**config.mk**
```make
export PLATFORM = sky130hd
export DESIGN_NAME = udr_dev_flat
export DESIGN_NICKNAME = d
export VERILOG_FILES = /design/src/verilog/udr_pkg.sv /design/src/verilog/udr_if.sv /design/src/verilog/udr_buf2.sv /design/src/verilog/udr_dev.sv /design/src/flat_wrapper.sv
export SDC_FILE = /design/constraint.sdc
export NUM_CORES = 1
export LEC_CHECK = 0
export ABC_AREA = 1
export BUFFER_PORTS_ARGS = -buffer_cell sky130_fd_sc_hd__buf_4
export CAP_MARGIN = 0
export CORE_MARGIN = 3
export CORE_UTILIZATION = 25
export DETAILED_ROUTE_END_ITERATION = 16
export GPL_ROUTABILITY_DRIVEN = 0
export PLACE_DENSITY = 0.48
export SLEW_MARGIN = 10
export SYNTH_ARGS = -nofsm -noshare
export SYNTH_HDL_FRONTEND = slang
export SYNTH_HIERARCHICAL = 1
export SYNTH_SLANG_ARGS = --single-unit
```
**constraint.sdc**
```tcl
create_clock -name clk -period 2.6 [get_ports clk]
set_input_delay 0.13 -clock clk [delete_from_list [all_inputs] [get_ports clk]]
set_output_delay 0.13 -clock clk [all_outputs]
set_load 0.02 [all_outputs]
```
**src/verilog/udr_pkg.sv**
```systemverilog
package udr_pkg;
   // data and fifo shape
   localparam int DATA_W        = 8;
   localparam int FIFO_DEPTH    = 16;
   localparam int CNT_W         = 5;
   // receive trigger level in characters
   localparam logic [4:0] RX_TRIG_DEFAULT = 5'h04;
   // receive timeout in character-idle clock cycles
   localparam int RX_TIMEOUT_CYC = 64;
   // reset values of the mode bits
   localparam logic FIFO_EN_RST  = 1'b0;
   localparam logic DMA_MODE_RST = 1'b0;
   // idle marking level of the serial output
   localparam logic TX_IDLE      = 1'b1;
   // host strobe and gap timer loads; longer than the device sync delay
   localparam logic [2:0] STRB_CYC = 3'h4;
   localparam logic [2:0] GAP_CYC  = 3'h6;
endpackage : udr_pkg

```
**src/verilog/udr_if.sv**
```systemverilog
`timescale 1ns/100ps
// joins the dma controller and the uart dma signalling end
interface udr_if;
   logic       sel;          // uart selected
   logic       wr_strobe_n;  // active-low write strobe
   logic       wr_strobe;    // active-high write strobe
   logic       rd_strobe;    // read strobe, held several cycles; one read per rising edge
   logic [7:0] wr_data;      // host write data
   logic [7:0] rd_data;      // receive data to host
   logic       rx_dma_request_n;
   logic       tx_dma_request_n;
   modport dev  (input sel, wr_strobe_n, wr_strobe, rd_strobe, wr_data,
                 output rd_data, rx_dma_request_n, tx_dma_request_n);
   modport host (output sel, wr_strobe_n, wr_strobe, rd_strobe, wr_data,
                 input rd_data, rx_dma_request_n, tx_dma_request_n);
endinterface : udr_if

```
**src/verilog/udr_buf2.sv**
```systemverilog
`timescale 1ns/100ps
// two-entry skid buffer, valid/ready on both sides
module udr_buf2 #(
   parameter int W = 8
) (
   // clock and reset
   input  wire logic         clk,
   input  wire logic         rst_n,
   // filling side
   input  wire logic         in_valid,
   output      logic         in_ready,
   input  wire logic [W-1:0] in_data,
   // draining side
   output      logic         out_valid,
   input  wire logic         out_ready,
   output      logic [W-1:0] out_data
);
   logic [W-1:0] mem_reg [2];  // two storage words
   logic         wp_reg;       // write pointer
   logic         rp_reg;       // read pointer
   logic [1:0]   cnt_reg;      // fill count
   logic         push;
   logic         pop;

   // full stalls the filler, so no word is lost
   assign in_ready  = (cnt_reg != 2'h2);
   assign out_valid = (cnt_reg != 2'h0);
   assign out_data  = mem_reg[rp_reg];
   assign push      = in_valid & in_ready;
   assign pop       = out_valid & out_ready;

   // storage write
   always_ff @(posedge clk) begin
      if (push) begin
         mem_reg[wp_reg] <= in_data;
      end
   end

   // pointers and count
   always_ff @(posedge clk or negedge rst_n) begin
      if (!rst_n) begin
         wp_reg  <= 1'b0;
         rp_reg  <= 1'b0;
         cnt_reg <= 2'h0;
      end else begin
         if (push) wp_reg <= ~wp_reg;
         if (pop) rp_reg <= ~rp_reg;
         cnt_reg <= cnt_reg + {1'b0, push} - {1'b0, pop};
      end
   end
endmodule : udr_buf2

```
**src/verilog/udr_dev.sv**
```systemverilog
`timescale 1ns/100ps
// What this block does
// RULE1 - fifo mode: mode bit picks dma mode
// RULE2 - fifo disabled: always mode 0
// RULE3 - mode 0: one transfer per request
// RULE4 - rx mode 0: request low if any character
// RULE5 - rx mode 0: high once receive empty
// RULE6 - rx mode 1: low at trigger or timeout
// RULE7 - rx mode 1: high only when empty
// RULE8 - rx mode 1: host reads until empty
// RULE9 - tx mode 1: host writes until full
// RULE10 - reset forces serial output high
// RULE11 - write when selected and either strobe
// RULE12 - host ties unused strobe inactive
// RULE13 - tx mode 0: low when transmit empty
module udr_dev #(
   parameter int          DEPTH   = udr_pkg::FIFO_DEPTH,
   parameter logic [4:0]  RX_TRIG = udr_pkg::RX_TRIG_DEFAULT,
   parameter int          TMO_CYC = udr_pkg::RX_TIMEOUT_CYC
) (
   // clock and reset
   input  wire logic       clk,
   input  wire logic       rst_n,
   // host side
   udr_if.dev              bus,
   // mode control
   input  wire logic       fifo_enable_bit,
   input  wire logic       dma_mode_select_bit,
   // received characters from the serial side
   input  wire logic       rx_char_valid,
   output      logic       rx_char_ready,
   input  wire logic [7:0] rx_char,
   // transmitted characters to the serial side
   output      logic       tx_char_valid,
   input  wire logic       tx_char_ready,
   output      logic [7:0] tx_char,
   // serial output
   output      logic       tx_serial
);
   localparam int AW = $clog2(DEPTH);

   // mode decode
   logic mode1;
   logic [4:0] cap;                      // fifo capacity, 1 in legacy mode
   assign mode1 = fifo_enable_bit & dma_mode_select_bit; // see RULE1 RULE2
   assign cap   = fifo_enable_bit ? 5'(DEPTH) : 5'h01;

   // strobe synchronisers, strobes come from off-chip
   logic [1:0] wrn_s_reg;
   logic [1:0] wrh_s_reg;
   logic [1:0] sel_s_reg;
   logic [1:0] rd_s_reg;
   logic       wr_lvl_reg;  // last write level, for edge detect
   logic       rd_lvl_reg;
   logic       wr_act;
   logic       wr_pulse;
   logic       rd_pulse;

   // two flops per pin
   always_ff @(posedge clk or negedge rst_n) begin
      if (!rst_n) begin
         wrn_s_reg <= 2'h3;
         wrh_s_reg <= 2'h0;
         sel_s_reg <= 2'h0;
         rd_s_reg  <= 2'h0;
      end else begin
         wrn_s_reg <= {wrn_s_reg[0], bus.wr_strobe_n};
         wrh_s_reg <= {wrh_s_reg[0], bus.wr_strobe};
         sel_s_reg <= {sel_s_reg[0], bus.sel};
         rd_s_reg  <= {rd_s_reg[0], bus.rd_strobe};
      end
   end

   // either strobe while selected makes a write
   assign wr_act = sel_s_reg[1] & (~wrn_s_reg[1] | wrh_s_reg[1]); // see RULE11

   // one write per strobe, on its leading edge
   always_ff @(posedge clk or negedge rst_n) begin
      if (!rst_n) begin
         wr_lvl_reg <= 1'b0;
         rd_lvl_reg <= 1'b0;
      end else begin
         wr_lvl_reg <= wr_act;
         rd_lvl_reg <= rd_s_reg[1] & sel_s_reg[1];
      end
   end
   assign wr_pulse = wr_act & ~wr_lvl_reg;
   assign rd_pulse = rd_s_reg[1] & sel_s_reg[1] & ~rd_lvl_reg;

   // receive fifo
   logic [7:0]    rxm_reg [DEPTH];
   logic [AW-1:0] rxw_reg;
   logic [AW-1:0] rxr_reg;
   logic [4:0]    rxc_reg;
   logic          rx_push;
   logic          rx_pop;
   assign rx_char_ready = (rxc_reg < cap);
   assign rx_push = rx_char_valid & rx_char_ready;
   assign rx_pop  = rd_pulse & (rxc_reg != 5'h00);

   // receive storage
   always_ff @(posedge clk) begin
      if (rx_push) rxm_reg[rxw_reg] <= rx_char;
   end

   // receive pointers and read data
   always_ff @(posedge clk or negedge rst_n) begin
      if (!rst_n) begin
         rxw_reg     <= '0;
         rxr_reg     <= '0;
         rxc_reg     <= 5'h00;
         bus.rd_data <= 8'h00;
      end else begin
         if (rx_push) rxw_reg <= AW'(rxw_reg + 1'b1);
         if (rx_pop) begin
            rxr_reg     <= AW'(rxr_reg + 1'b1);
            bus.rd_data <= rxm_reg[rxr_reg];
         end
         rxc_reg <= rxc_reg + {4'h0, rx_push} - {4'h0, rx_pop};
      end
   end

   // receive timeout: characters waiting and no traffic for a while
   logic [$clog2(TMO_CYC+1)-1:0] tmo_reg;
   logic                          tmo_hit;
   always_ff @(posedge clk or negedge rst_n) begin
      if (!rst_n) begin
         tmo_reg <= '0;
      end else if (rx_push | rx_pop | rxc_reg == 5'h00) begin
         tmo_reg <= '0;
      end else if (!tmo_hit) begin
         tmo_reg <= tmo_reg + 1'b1;
      end
   end
   assign tmo_hit = (tmo_reg == ($clog2(TMO_CYC+1))'(TMO_CYC));

   // receive request; mode 1 holds low once raised until empty
   logic rx_req_reg;
   always_ff @(posedge clk or negedge rst_n) begin
      if (!rst_n) begin
         rx_req_reg <= 1'b0;
      end else if (!mode1) begin
         rx_req_reg <= (rx_char_valid && rx_char_ready) ||
                       (rxc_reg - {4'h0, rx_pop} != 5'h00); // see RULE4 RULE5
      end else if (rxc_reg + {4'h0, rx_push} - {4'h0, rx_pop} == 5'h00) begin
         rx_req_reg <= 1'b0;                                 // see RULE7
      end else if (rxc_reg >= RX_TRIG || tmo_hit) begin
         rx_req_reg <= 1'b1;                                 // see RULE6 RULE8
      end
   end
   assign bus.rx_dma_request_n = ~rx_req_reg;

   // transmit occupancy: fifo plus buffer, capped by mode capacity
   logic [4:0] txc_reg;
   logic       tx_take;     // write accepted
   logic       tx_out;      // word leaves to the serial side
   logic       txb_ready;
   logic       txb_valid;
   logic [7:0] txb_data;
   assign tx_take = wr_pulse & (txc_reg < cap); // full: write dropped
   assign tx_out  = txb_valid & tx_char_ready;

   // transmit fifo ahead of the buffer; a stalled line keeps every word
   logic [7:0]    txm_reg [DEPTH];
   logic [AW-1:0] txw_reg;      // write pointer
   logic [AW-1:0] txr_reg;      // read pointer
   logic [4:0]    txf_reg;      // words still in the fifo part
   logic          txf_any;      // fifo has a word for the buffer
   logic          txf_pop;      // buffer takes that word
   assign txf_any = (txf_reg != 5'h00);
   assign txf_pop = txf_any & txb_ready;

   // transmit storage; never overruns since occupancy never exceeds cap
   always_ff @(posedge clk) begin
      if (tx_take) txm_reg[txw_reg] <= bus.wr_data;
   end

   // transmit fifo pointers and count
   always_ff @(posedge clk or negedge rst_n) begin
      if (!rst_n) begin
         txw_reg <= '0;
         txr_reg <= '0;
         txf_reg <= 5'h00;
      end else begin
         if (tx_take) txw_reg <= AW'(txw_reg + 1'b1);
         if (txf_pop) txr_reg <= AW'(txr_reg + 1'b1);
         txf_reg <= txf_reg + {4'h0, tx_take} - {4'h0, txf_pop};
      end
   end

   udr_buf2 #(.W(8)) u_txbuf (
      .clk      (clk),
      .rst_n    (rst_n),
      .in_valid (txf_any),
      .in_ready (txb_ready),
      .in_data  (txm_reg[txr_reg]),
      .out_valid(txb_valid),
      .out_ready(tx_char_ready),
      .out_data (txb_data)
   );
   assign tx_char_valid = txb_valid;
   assign tx_char       = txb_data;

   // occupancy counter
   always_ff @(posedge clk or negedge rst_n) begin
      if (!rst_n) begin
         txc_reg <= 5'h00;
      end else begin
         txc_reg <= txc_reg + {4'h0, tx_take} - {4'h0, tx_out};
      end
   end

   // transmit request: mode 0 only when empty, mode 1 until full
   logic tx_req_reg;
   always_ff @(posedge clk or negedge rst_n) begin
      if (!rst_n) begin
         tx_req_reg <= 1'b1;
      end else if (!mode1) begin
         tx_req_reg <= (txc_reg == 5'h00) && !tx_take; // see RULE13 RULE3
      end else begin
         tx_req_reg <= (txc_reg + {4'h0, tx_take} < cap);    // see RULE9
      end
   end
   assign bus.tx_dma_request_n = ~tx_req_reg;

   // serial line idles marking from reset; framing lives elsewhere
   always_ff @(posedge clk or negedge rst_n) begin
      if (!rst_n) begin
         tx_serial <= udr_pkg::TX_IDLE;                      // see RULE10
      end else begin
         tx_serial <= udr_pkg::TX_IDLE;
      end
   end
endmodule : udr_dev

```
**src/flat_wrapper.sv**
```systemverilog
// flat-port wrapper written by rule: the top's interface ports become plain ports
module udr_dev_flat 
#(
   parameter int          DEPTH   = udr_pkg::FIFO_DEPTH,
   parameter logic [4:0]  RX_TRIG = udr_pkg::RX_TRIG_DEFAULT,
   parameter int          TMO_CYC = udr_pkg::RX_TIMEOUT_CYC
)
  (clk, rst_n, fifo_enable_bit, dma_mode_select_bit, rx_char_valid, rx_char_ready, rx_char, tx_char_valid, tx_char_ready, tx_char, tx_serial, bus_sel, bus_wr_strobe_n, bus_wr_strobe, bus_rd_strobe, bus_wr_data, bus_rd_data, bus_rx_dma_request_n, bus_tx_dma_request_n);
  udr_if bus_i ();
  input  wire logic clk;
  input  wire logic rst_n;
  input  wire logic fifo_enable_bit;
  input  wire logic dma_mode_select_bit;
  input  wire logic rx_char_valid;
  output      logic rx_char_ready;
  input  wire logic [7:0] rx_char;
  output      logic tx_char_valid;
  input  wire logic tx_char_ready;
  output      logic [7:0] tx_char;
  output      logic tx_serial;
  input wire logic [$bits(bus_i.sel)-1:0] bus_sel;
  input wire logic [$bits(bus_i.wr_strobe_n)-1:0] bus_wr_strobe_n;
  input wire logic [$bits(bus_i.wr_strobe)-1:0] bus_wr_strobe;
  input wire logic [$bits(bus_i.rd_strobe)-1:0] bus_rd_strobe;
  input wire logic [$bits(bus_i.wr_data)-1:0] bus_wr_data;
  output wire logic [$bits(bus_i.rd_data)-1:0] bus_rd_data;
  output wire logic [$bits(bus_i.rx_dma_request_n)-1:0] bus_rx_dma_request_n;
  output wire logic [$bits(bus_i.tx_dma_request_n)-1:0] bus_tx_dma_request_n;
  assign bus_i.sel = bus_sel;
  assign bus_i.wr_strobe_n = bus_wr_strobe_n;
  assign bus_i.wr_strobe = bus_wr_strobe;
  assign bus_i.rd_strobe = bus_rd_strobe;
  assign bus_i.wr_data = bus_wr_data;
  assign bus_rd_data = bus_i.rd_data;
  assign bus_rx_dma_request_n = bus_i.rx_dma_request_n;
  assign bus_tx_dma_request_n = bus_i.tx_dma_request_n;
  udr_dev #(.DEPTH(DEPTH), .RX_TRIG(RX_TRIG), .TMO_CYC(TMO_CYC)) u_core (.clk(clk), .rst_n(rst_n), .bus(bus_i), .fifo_enable_bit(fifo_enable_bit), .dma_mode_select_bit(dma_mode_select_bit), .rx_char_valid(rx_char_valid), .rx_char_ready(rx_char_ready), .rx_char(rx_char), .tx_char_valid(tx_char_valid), .tx_char_ready(tx_char_ready), .tx_char(tx_char), .tx_serial(tx_serial));
endmodule
```
Word level (Yosys, flattened, before mapping)
Memories as Yosys holds them, arrays and structs flattened. A register that Yosys moved wholly into a read port is not among the register bits.
Index checks and enable logic that the tools add are counted.
Word-level totals
  output and inout bits: 21
  RAM bits: 272
  register bits after elaboration: 54
  memories: 3
  input port bits: 26
Memory list
  u_core.rxm_reg: depth 16, width 8, rd ports 1, clocked after memory_dff 1, write ports 1, line udr_dev.sv:91  | logic [7:0] rxm_reg [DEPTH];
  u_core.txm_reg: depth 16, width 8, rd ports 1, clocked after memory_dff 0, write ports 1, line udr_dev.sv:164  | logic [7:0] txm_reg [DEPTH];
  u_core.u_txbuf.mem_reg: depth 2, width 8, rd ports 1, clocked after memory_dff 0, write ports 1, line udr_buf2.sv:18  | logic [W-1:0] mem_reg [2];
Operators by class
  add/subtract/negate cells: 14
  muxes and demuxes: 13
  eq/ne operators: 4
  reductions and logical operators: 13
  $lt $le $gt $ge: 4
  bitwise gates (word level): 20
Operators with widths (number)
  5-bit by 1-bit subtractor with 5-bit output: 4
  4-bit by 1-bit adder with 4-bit output (second input constant): 4
  5-bit by 1-bit adder with 5-bit output: 3
  5-bit zero test: 3
  5-bit less-than comparator: 3
  5-bit nonzero test: 3
  7-bit 2-to-1 mux: 2
  1-bit bitwise AND: 10
  1-bit 2-to-1 mux: 10
  7-bit by 1-bit adder with 7-bit output (second input constant): 1
  7-bit equality test (second input constant): 1
  1-bit inverter: 7
  5-bit by 3-bit >= comparator with 1-bit output (second input constant): 1
  5-bit 2-to-1 mux: 1
  2-bit inequality test (second input constant): 2
  3-bit inequality test (second input constant): 1
  1-bit OR: 3
  2-bit by 1-bit adder with 2-bit output: 1
  1-bit logical AND: 2
  1-bit zero test: 2
  1-bit logical OR: 2
  2-bit nonzero test: 1
  2-bit by 1-bit subtractor with 2-bit output: 1

Depth between registers and ports, before layout
Gate-level depths: netlist of run 1.
  depth after elaboration: 8
  depth in mapped cells: 16
  depth with buffers taken out: 16

By module
Netlist of run 1, hierarchy kept.
By module, submodules not included
  udr_dev: times used 1, cells an instance 1266, area an instance 13741.9 um^2
  udr_buf2: times used 1, cells an instance 73, area an instance 828.3 um^2

Worst setup path before layout of run 1
Ideal clock, no wire load.
  path type: flip-flop to flip-flop
  start point: register u_core.rxc_reg[1]
  end point: register u_core.rx_req_reg
  clock period less this slack: 2556 ps
  path buffers: 0
  data arrival time: 2440 ps
  stages on the path, launching flop included: 14
  library setup time: 116 ps
  required time: 2484 ps
  slack: 44 ps
  cell sequence: dfrtp_1 inv_1 ha_1 nand2_1 o21ai_1 nand3_2 ha_1 ha_1 fa_1 xnor2_1 nor3_1 nand3_1 nand2_1 nand2_1
Between the ends
  word-level cells in the longest chain between the ends: 7
Ends and longest elaborated chain
  from (decl): line udr_dev.sv:94  | logic [4:0] rxc_reg;
  from (signal assigned): line udr_dev.sv:119  | rxc_reg <= rxc_reg + {4'h0, rx_push} - {4'h0, rx_pop};
  5-bit less-than comparator: line udr_dev.sv:97  | assign rx_char_ready = (rxc_reg < cap);
  1-bit bitwise AND: line udr_dev.sv:98  | assign rx_push = rx_char_valid & rx_char_ready;
  5-bit by 1-bit adder with 5-bit output: line udr_dev.sv:145  | end else if (rxc_reg + {4'h0, rx_push} - {4'h0, rx_pop} == 5'h00) begin
  5-bit by 1-bit subtractor with 5-bit output: line udr_dev.sv:145
  5-bit zero test: line udr_dev.sv:145
  1-bit 2-to-1 mux: line udr_dev.sv:145
  1-bit 2-to-1 mux: line udr_dev.sv:142  | end else if (!mode1) begin
  to (signal assigned): line udr_dev.sv:143  | rx_req_reg <= (rx_char_valid && rx_char_ready) ||
  to (decl): line udr_dev.sv:138  | logic rx_req_reg;
Parallel ways exist; a longest one is shown, timed or not.
A chain may end at the register's enable or synchronous reset.

Worst setup path after layout of run 1
  start point: register u_core.rxc_reg[2]
  end point: register u_core.rx_req_reg
Same word-level chain as after synthesis.

==> impl_metrics.json, run 1 <==
{
  "reg2reg_from": "u_core/rxc_reg[2]",
  "regArea_um2": 9730,
  "p_sw_share_pct": 36.7,
  "cp_common_cell": "nand2_1",
  "grt_start_max_net_pins": 67,
  "ys_ff_latch": 334,
  "finalNonFillerCells": 2235,
  "gr-total-overflow": 0,
  "comb_power_share_pct": 34.6,
  "critPathKind": "flip-flop to flip-flop",
  "p_total_uw": 19100,
  "power_density_nw_per_um2": 1090,
  "synth_ff_type": "edfxtp_1",
  "path_delay_family": "adder cells",
  "power_frac_clock_pct": 28.1,
  "p_sw_uw": 7000,
  "antenna_found_initial": 0,
  "async_flop_share_pct": 18.6,
  "synth_edf_count": 272,
  "max_freq_mhz": 413,
  "finalWirelength_um": 34700,
  "htreeDepth": 2,
  "setup_viol_count_final": 0,
  "post-dp-hpwl_um": 21600,
  "numPortBuffers": 45,
  "area_growth_pct": 20.5,
  "clk_latency_ns": 0.55,
  "cp-start-kind": "flip-flop",
  "dieArea_um2": 61200,
  "yosysSeqAreaShare_pct": 66.7,
  "fin_crit_sh_pct": 93.2,
  "synth.distinct_cells": 38,
  "fp-row-count": 87,
  "syn_nets": 1405,
  "p_leak_uw": 0.00710,
  "peakVddDrop_uv": 474,
  "syn_avg_cell_area_um2": 10.9,
  "hold-worst-slack_ns": 0.0574,
  "hold_viol_final": 0,
  "hp-class": "input pin to flip-flop",
  "maxCapViolCount": 0,
  "final_layout_size_suffix_gt1_share_pct": 13.7,
  "first_pass_iters": 5,
  "worst_slew_pin_slew_ns": 0.891,
  "clock_skew_ns": 0.0316,
  "io_pins": 47,
  "yosysMostFrequentCell": "nand2_1",
  "multi_input_area_um2": 3940,
  "ys_warn_count": 6,
  "path_cells": "inv_1, ha_2, nand2_1, o21ai_2, nand3_2, buf_4, ha_1, inv_2, fa_2, nor3_2, nand3_1, nand2_1, nand2_1",
  "internal-power_uw": 12100,
  "dp_slack_ns": 0.0105,
  "die_h_um": 247,
  "crit_fanout": 6,
  "synth_area_leaders": "edfxtp_1 (56%), dfrtp_1 (10%), nand2_1 (7.9%)",
  "cts_max_path_buffers": 3,
  "core_region_area_um2": 57000,
  "placed_cells": 2139,
  "min_from": "rx_char_valid",
  "critPathBufInv": 3,
  "syn_inst": 1339,
  "cts_tree": "done",
  "antennaDiodeCount": 0,
  "worstSetupEndpointType": "flip-flop",
  "viasPerCell": 4.22,
  "antenna_left": 0,
  "yosysTopAreaCell": "edfxtp_1",
  "period_minus_slack_ns": 2.42,
  "cpPeakStageDelay_ns": 0.45,
  "m1WireLength_um": 16600,
  "routedWlPerCell_um": 15.5,
  "start_util_pct": 25.5,
  "clkSinkCount": 334,
  "post-route-util_pct": 30.8,
  "cp_data_arrival_time_ns": 2.85,
  "power_frac_seq_pct": 37.4,
  "yosys-top-cells-count": "nand2_1 (306), edfxtp_1 (272), inv_1 (159), nand3_1 (133), nor2_1 (133)",
  "fill_cells": 5838,
  "top_layer_used": "met4",
  "fin_ws_ns": 0.177,
  "relSlewSlack_pct": 40.6,
  "worstSetupStartpoint": "u_core/rxc_reg[2]",
  "cts_root_buffer": "clkbuf_16",
  "final_nets": 1517,
  "routed-wl-met2_um": 15800,
  "dieWidth_um": 247,
  "clkTransAtPathRegs_ns": 0.06,
  "reg2reg_slack_ns": 0.18,
  "critical-path-slowest-cell": "fa_2",
  "routed-wl-met3_um": 1420,
  "via_count": 9440,
  "drtIter0Drc": 765,
  "cts_buffers": 39,
  "yosysTopAreaCellShare_pct": 56.1,
  "drc": 0,
  "status": "complete, no violations",
  "required_ns": 3.03,
  "grt_usage_pct": 11.4,
  "grt_first_pass_wirelength_um": 53600,
  "synth_area_um2": 14600,
  "finalMaxSlewViolations": 0,
  "grt_pass1_vias": 9065
}
-- metrics by stage --
| step | instance area, µm² | setup TNS, ns |
|---|---|---|
| 2_1_floorplan | 14600 | 0 |
| 3_3_place_gp | 16000 | 0 |
| 3_5_place_dp | 16000 | 0 |
| 4_1_cts | 17500 | 0 |
| 5_1_grt | 17600 | -0.0204 |
| 6_report | 17600 | 0 |
-- cells by family (layout without fill, tap and decap cells) --
family | Yosys count | after routing | synth area share (%)
flops | 334 | 334 | 66.7
simple gates | 603 | 603 | 17.3
compound gates | 117 | 117 | 4.60
fa+ha+maj | 40 | 40 | 3.54
other cells | 1 | 1 | 0.0257
xor+xnor | 23 | 23 | 1.38
buf+inv | 221 | 361 | 6.46
-- path summary, 6_finish.rpt --
| check | endpoint | cells after the start |
|---|---|---|
| max reg2reg | u_core/rx_req_reg | 13 |
| min in group asynchronous | u_core/txc_reg[0] | 2 |
| max in group asynchronous | u_core/rxr_reg[0] | 2 |
| min reg2reg | u_core/sel_s_reg[1] | 0 |
| max | u_core/rx_req_reg | 13 |
| min | u_core/rxw_reg[0] | 4 |
-- worst min-delay path, stage by stage --
cell and delay [ns]:
buf_4 0.12, nand3_2 0.08, buf_4 0.15, xor2_1 0.06
-- power groups by stage --
stage                     registers [µW]  clock network, µW  logic (µW)
after floorplan                     7050                  0        4520
after global placement              7220                  0        6490
after detailed placement            7230                  0        6540
after CTS                           7130               5540        6600
after global routing                7220               5750        7440
final                               7130               5360        6600
-- repair_timing --
action	CTS	global route
setup endpoints to repair	0	2
setup buffers	0	2
hold endpoints to repair	323	0
hold buffers	25	0
resized for setup	0	10
-- metal layers --
metal	vias to the layer above	global-route usage (%)
met5	-	0
met4	0	4.03
met3	59	2.02
met2	157	17.9
met1	4565	15.9
li1	4659	-
-- area by class of cell --
class / instances / area share (%)
timing repair buffer: 125 / 5.99
tap: 756 / 5.39
clock inverter: 19 / 1.03
sequential: 334 / 55.4
multi-input combinational: 784 / 22.4
clock buffer: 50 / 6.14
inverter: 167 / 3.60
-- placed cells by master, fill, tap and decap left out, types with 2 or more instances in the layout --
cell / instances
nand2_1: 305
edfxtp_1: 272
inv_1: 156
nand3_1: 133
nor2_1: 133
buf_4: 96
o21ai_0: 63
dfrtp_1: 56
clkbuf_16: 40
ha_1: 35
o211ai_1: 32
dlygate4sd3_1: 25
xor2_1: 17
nor2_2: 17
o21ai_1: 11
clkinv_1: 9
a21oi_1: 8
clkinv_2: 7
clkbuf_1: 6
xnor2_1: 6
inv_2: 6
nand2_2: 5
clkbuf_8: 4
buf_12: 4
bufinv_16: 3
dfrtp_2: 3
dfstp_2: 3
inv_6: 2
nor3_1: 2
nand4_1: 2
inv_4: 2
o21ai_2: 2
ha_2: 2
(Power assumes the default switching activity.)
==> run 2: changes to the inputs <==
Clock period 2.6 ns to 2 ns, I/O delays scaled along.
==> run 2 against run 1 <==
  * Worst hold slack better by 0.0041 ns
  * Design area grew 4.4%
  * Clock skew fell by 0.0064 ns
  * Die area unchanged
  * Non-clock buffer count increased by 46
  * Via count grew 2.1%
  * The flow now finishes with violations (setup timing)
  * Global-route usage up 0.36 points
  * Flip-flop and latch count unchanged
  * Clock power is 31% higher
  * Combinational power grew 53%
  * Total power is 37% higher
==> impl_metrics.json, run 2 (synthesis results as in run 1) <==
{
  "power_density_nw_per_um2": 1430,
  "fin_ws_ns": -0.274,
  "gr-total-overflow": 0,
  "hp-class": "input pin to async pin",
  "cts_root_buffer": "clkbuf_16",
  "finalNonFillerCells": 2279,
  "reg2reg_to": "u_core/rx_req_reg",
  "via_count": 9642,
  "antenna_found_initial": 0,
  "required_ns": 2.43,
  "fp-row-count": 87,
  "dieWidth_um": 247,
  "status": "finished with violations",
  "rr_worst_depth": 13,
  "io_pins": 47,
  "routedWlPerCell_um": 15.6,
  "antennaDiodeCount": 0,
  "worst_slew_pin_slew_ns": 0.585,
  "final_nets": 1562,
  "start_util_pct": 25.5,
  "reg2reg_from": "u_core/rxc_reg[2]",
  "clock_skew_ns": 0.0252,
  "hold_viol_final": 0,
  "cts_tree": "done",
  "final_layout_size_suffix_gt1_share_pct": 20.2,
  "max_freq_mhz": 440,
  "cp_data_arrival_time_ns": 2.70,
  "first_pass_iters": 7,
  "placed_cells": 2177,
  "grt_pass1_vias": 9638,
  "peakVddDrop_uv": 565,
  "grt_start_max_net_pins": 56,
  "post-dp-hpwl_um": 22900,
  "rsz0062_at_grt": "yes",
  "maxCapViolCount": 0,
  "drc": 0,
  "grt_usage_pct": 11.8,
  "setup_viol_count_final": 36,
  "final_cell_mix": "nand2_1 (298), edfxtp_1 (272), inv_1 (147), nand3_1 (130), buf_4 (125)",
  "clk_latency_ns": 0.55,
  "fin_crit_sh_pct": 114,
  "final_common_cell": "nand2_1",
  "cp-start-kind": "flip-flop",
  "cts_max_path_buffers": 3,
  "critPathKind": "flip-flop to flip-flop",
  "dieArea_um2": 61200,
  "period_minus_slack_ns": 2.27,
  "grt_first_pass_wirelength_um": 55700,
  "finalMaxSlewViolations": 0,
  "cts_buffers": 38,
  "viasPerCell": 4.23,
  "numPortBuffers": 45,
  "worstSetupEndpointType": "flip-flop",
  "drtIter0Drc": 714,
  "antenna_left": 0,
  "clkTransAtPathRegs_ns": 0.06,
  "finalWirelength_um": 35600,
  "violations": "setup timing",
  "die_h_um": 247,
  "htreeDepth": 2,
  "reg2reg_slack_ns": -0.27,
  "p_leak_uw": 0.00738,
  "clkSinkCount": 334,
  "core_region_area_um2": 57000,
  "relSlewSlack_pct": 60.8,
  "crit_fanout": 3,
  "area_growth_pct": 25.8,
  "post-route-util_pct": 32.1
}
## run 2: area by class of cell
type	count	area, µm²
Clock buffer	46	1020
Clock inverter	21	235
Fill cell	5778	38700
Inverter	167	642
Multi-Input combinational cell	784	4260
Sequential cell	334	9730
Tap cell	756	946
Timing Repair Buffer	171	1500
## run 2: how the worst max path moves through the flow
stage                      start                 to  slack [ns]
3_5_place_dp   u_core/rxc_reg[2]  u_core/rx_req_reg       -0.32
6_report       u_core/rxc_reg[2]  u_core/rx_req_reg       -0.27
5_1_grt        u_core/rxc_reg[2]  u_core/rx_req_reg       -0.38
4_1_cts        u_core/rxc_reg[2]  u_core/rx_req_reg       -0.30
2_1_floorplan  u_core/rxc_reg[1]  u_core/rx_req_reg       -0.27
3_3_place_gp   u_core/rxc_reg[2]  u_core/rx_req_reg       -0.27
## run 2: critical path, cell delays in order, from the launching register on
cell	delay [ns]
dfrtp_1	0.38
inv_2	0.10
ha_4	0.15
nand2_4	0.05
o21ai_4	0.15
nand3_4	0.11
ha_4	0.23
ha_4	0.15
fa_2	0.37
xnor2_2	0.16
nor3_2	0.10
nand3_1	0.10
nand2_1	0.07
nand2_1	0.04
## run 2: stage by stage
step | worst slack [ns] | hold slack (ns) | TNS, ns | total power [µW] | area (µm²)
6_report | -0.274 | 0.0615 | -1.02 | 26200 | 18300
5_1_grt | -0.384 | 0.0434 | -10.92 | 28000 | 18300
4_1_cts | -0.303 | 0.0310 | -1.82 | 26200 | 18100
3_5_place_dp | -0.324 | 0.122 | -0.933 | 18900 | 16500
3_3_place_gp | -0.267 | 0.120 | -0.615 | 18800 | 16500
2_1_floorplan | -0.270 | -0.196 | -0.423 | 15300 | 14700
## run 2: routing by layer
layer	vias to the layer above	wire, µm	global-route usage, %	share of wire (%)
li1	4761	-	-	-
met1	4640	16100	15.8	45
met2	180	17000	19.4	48
met3	61	1520	2.12	4.3
met4	0	891	3.67	2.5
met5	-	0	0	0
## run 2: where the power goes
part	internal [µW]	switching, µW
clock network	4180	2820
logic	3770	6360
registers	8590	504
## run 2: what timing repair did
action,in CTS,in global routing
gates resized for setup,32,49
setup buffers,7,6
pin swaps,8,23
cloned,0,0
hold buffers,23,0
setup endpoints to repair,11,242
endpoints found under the hold margin,322,0
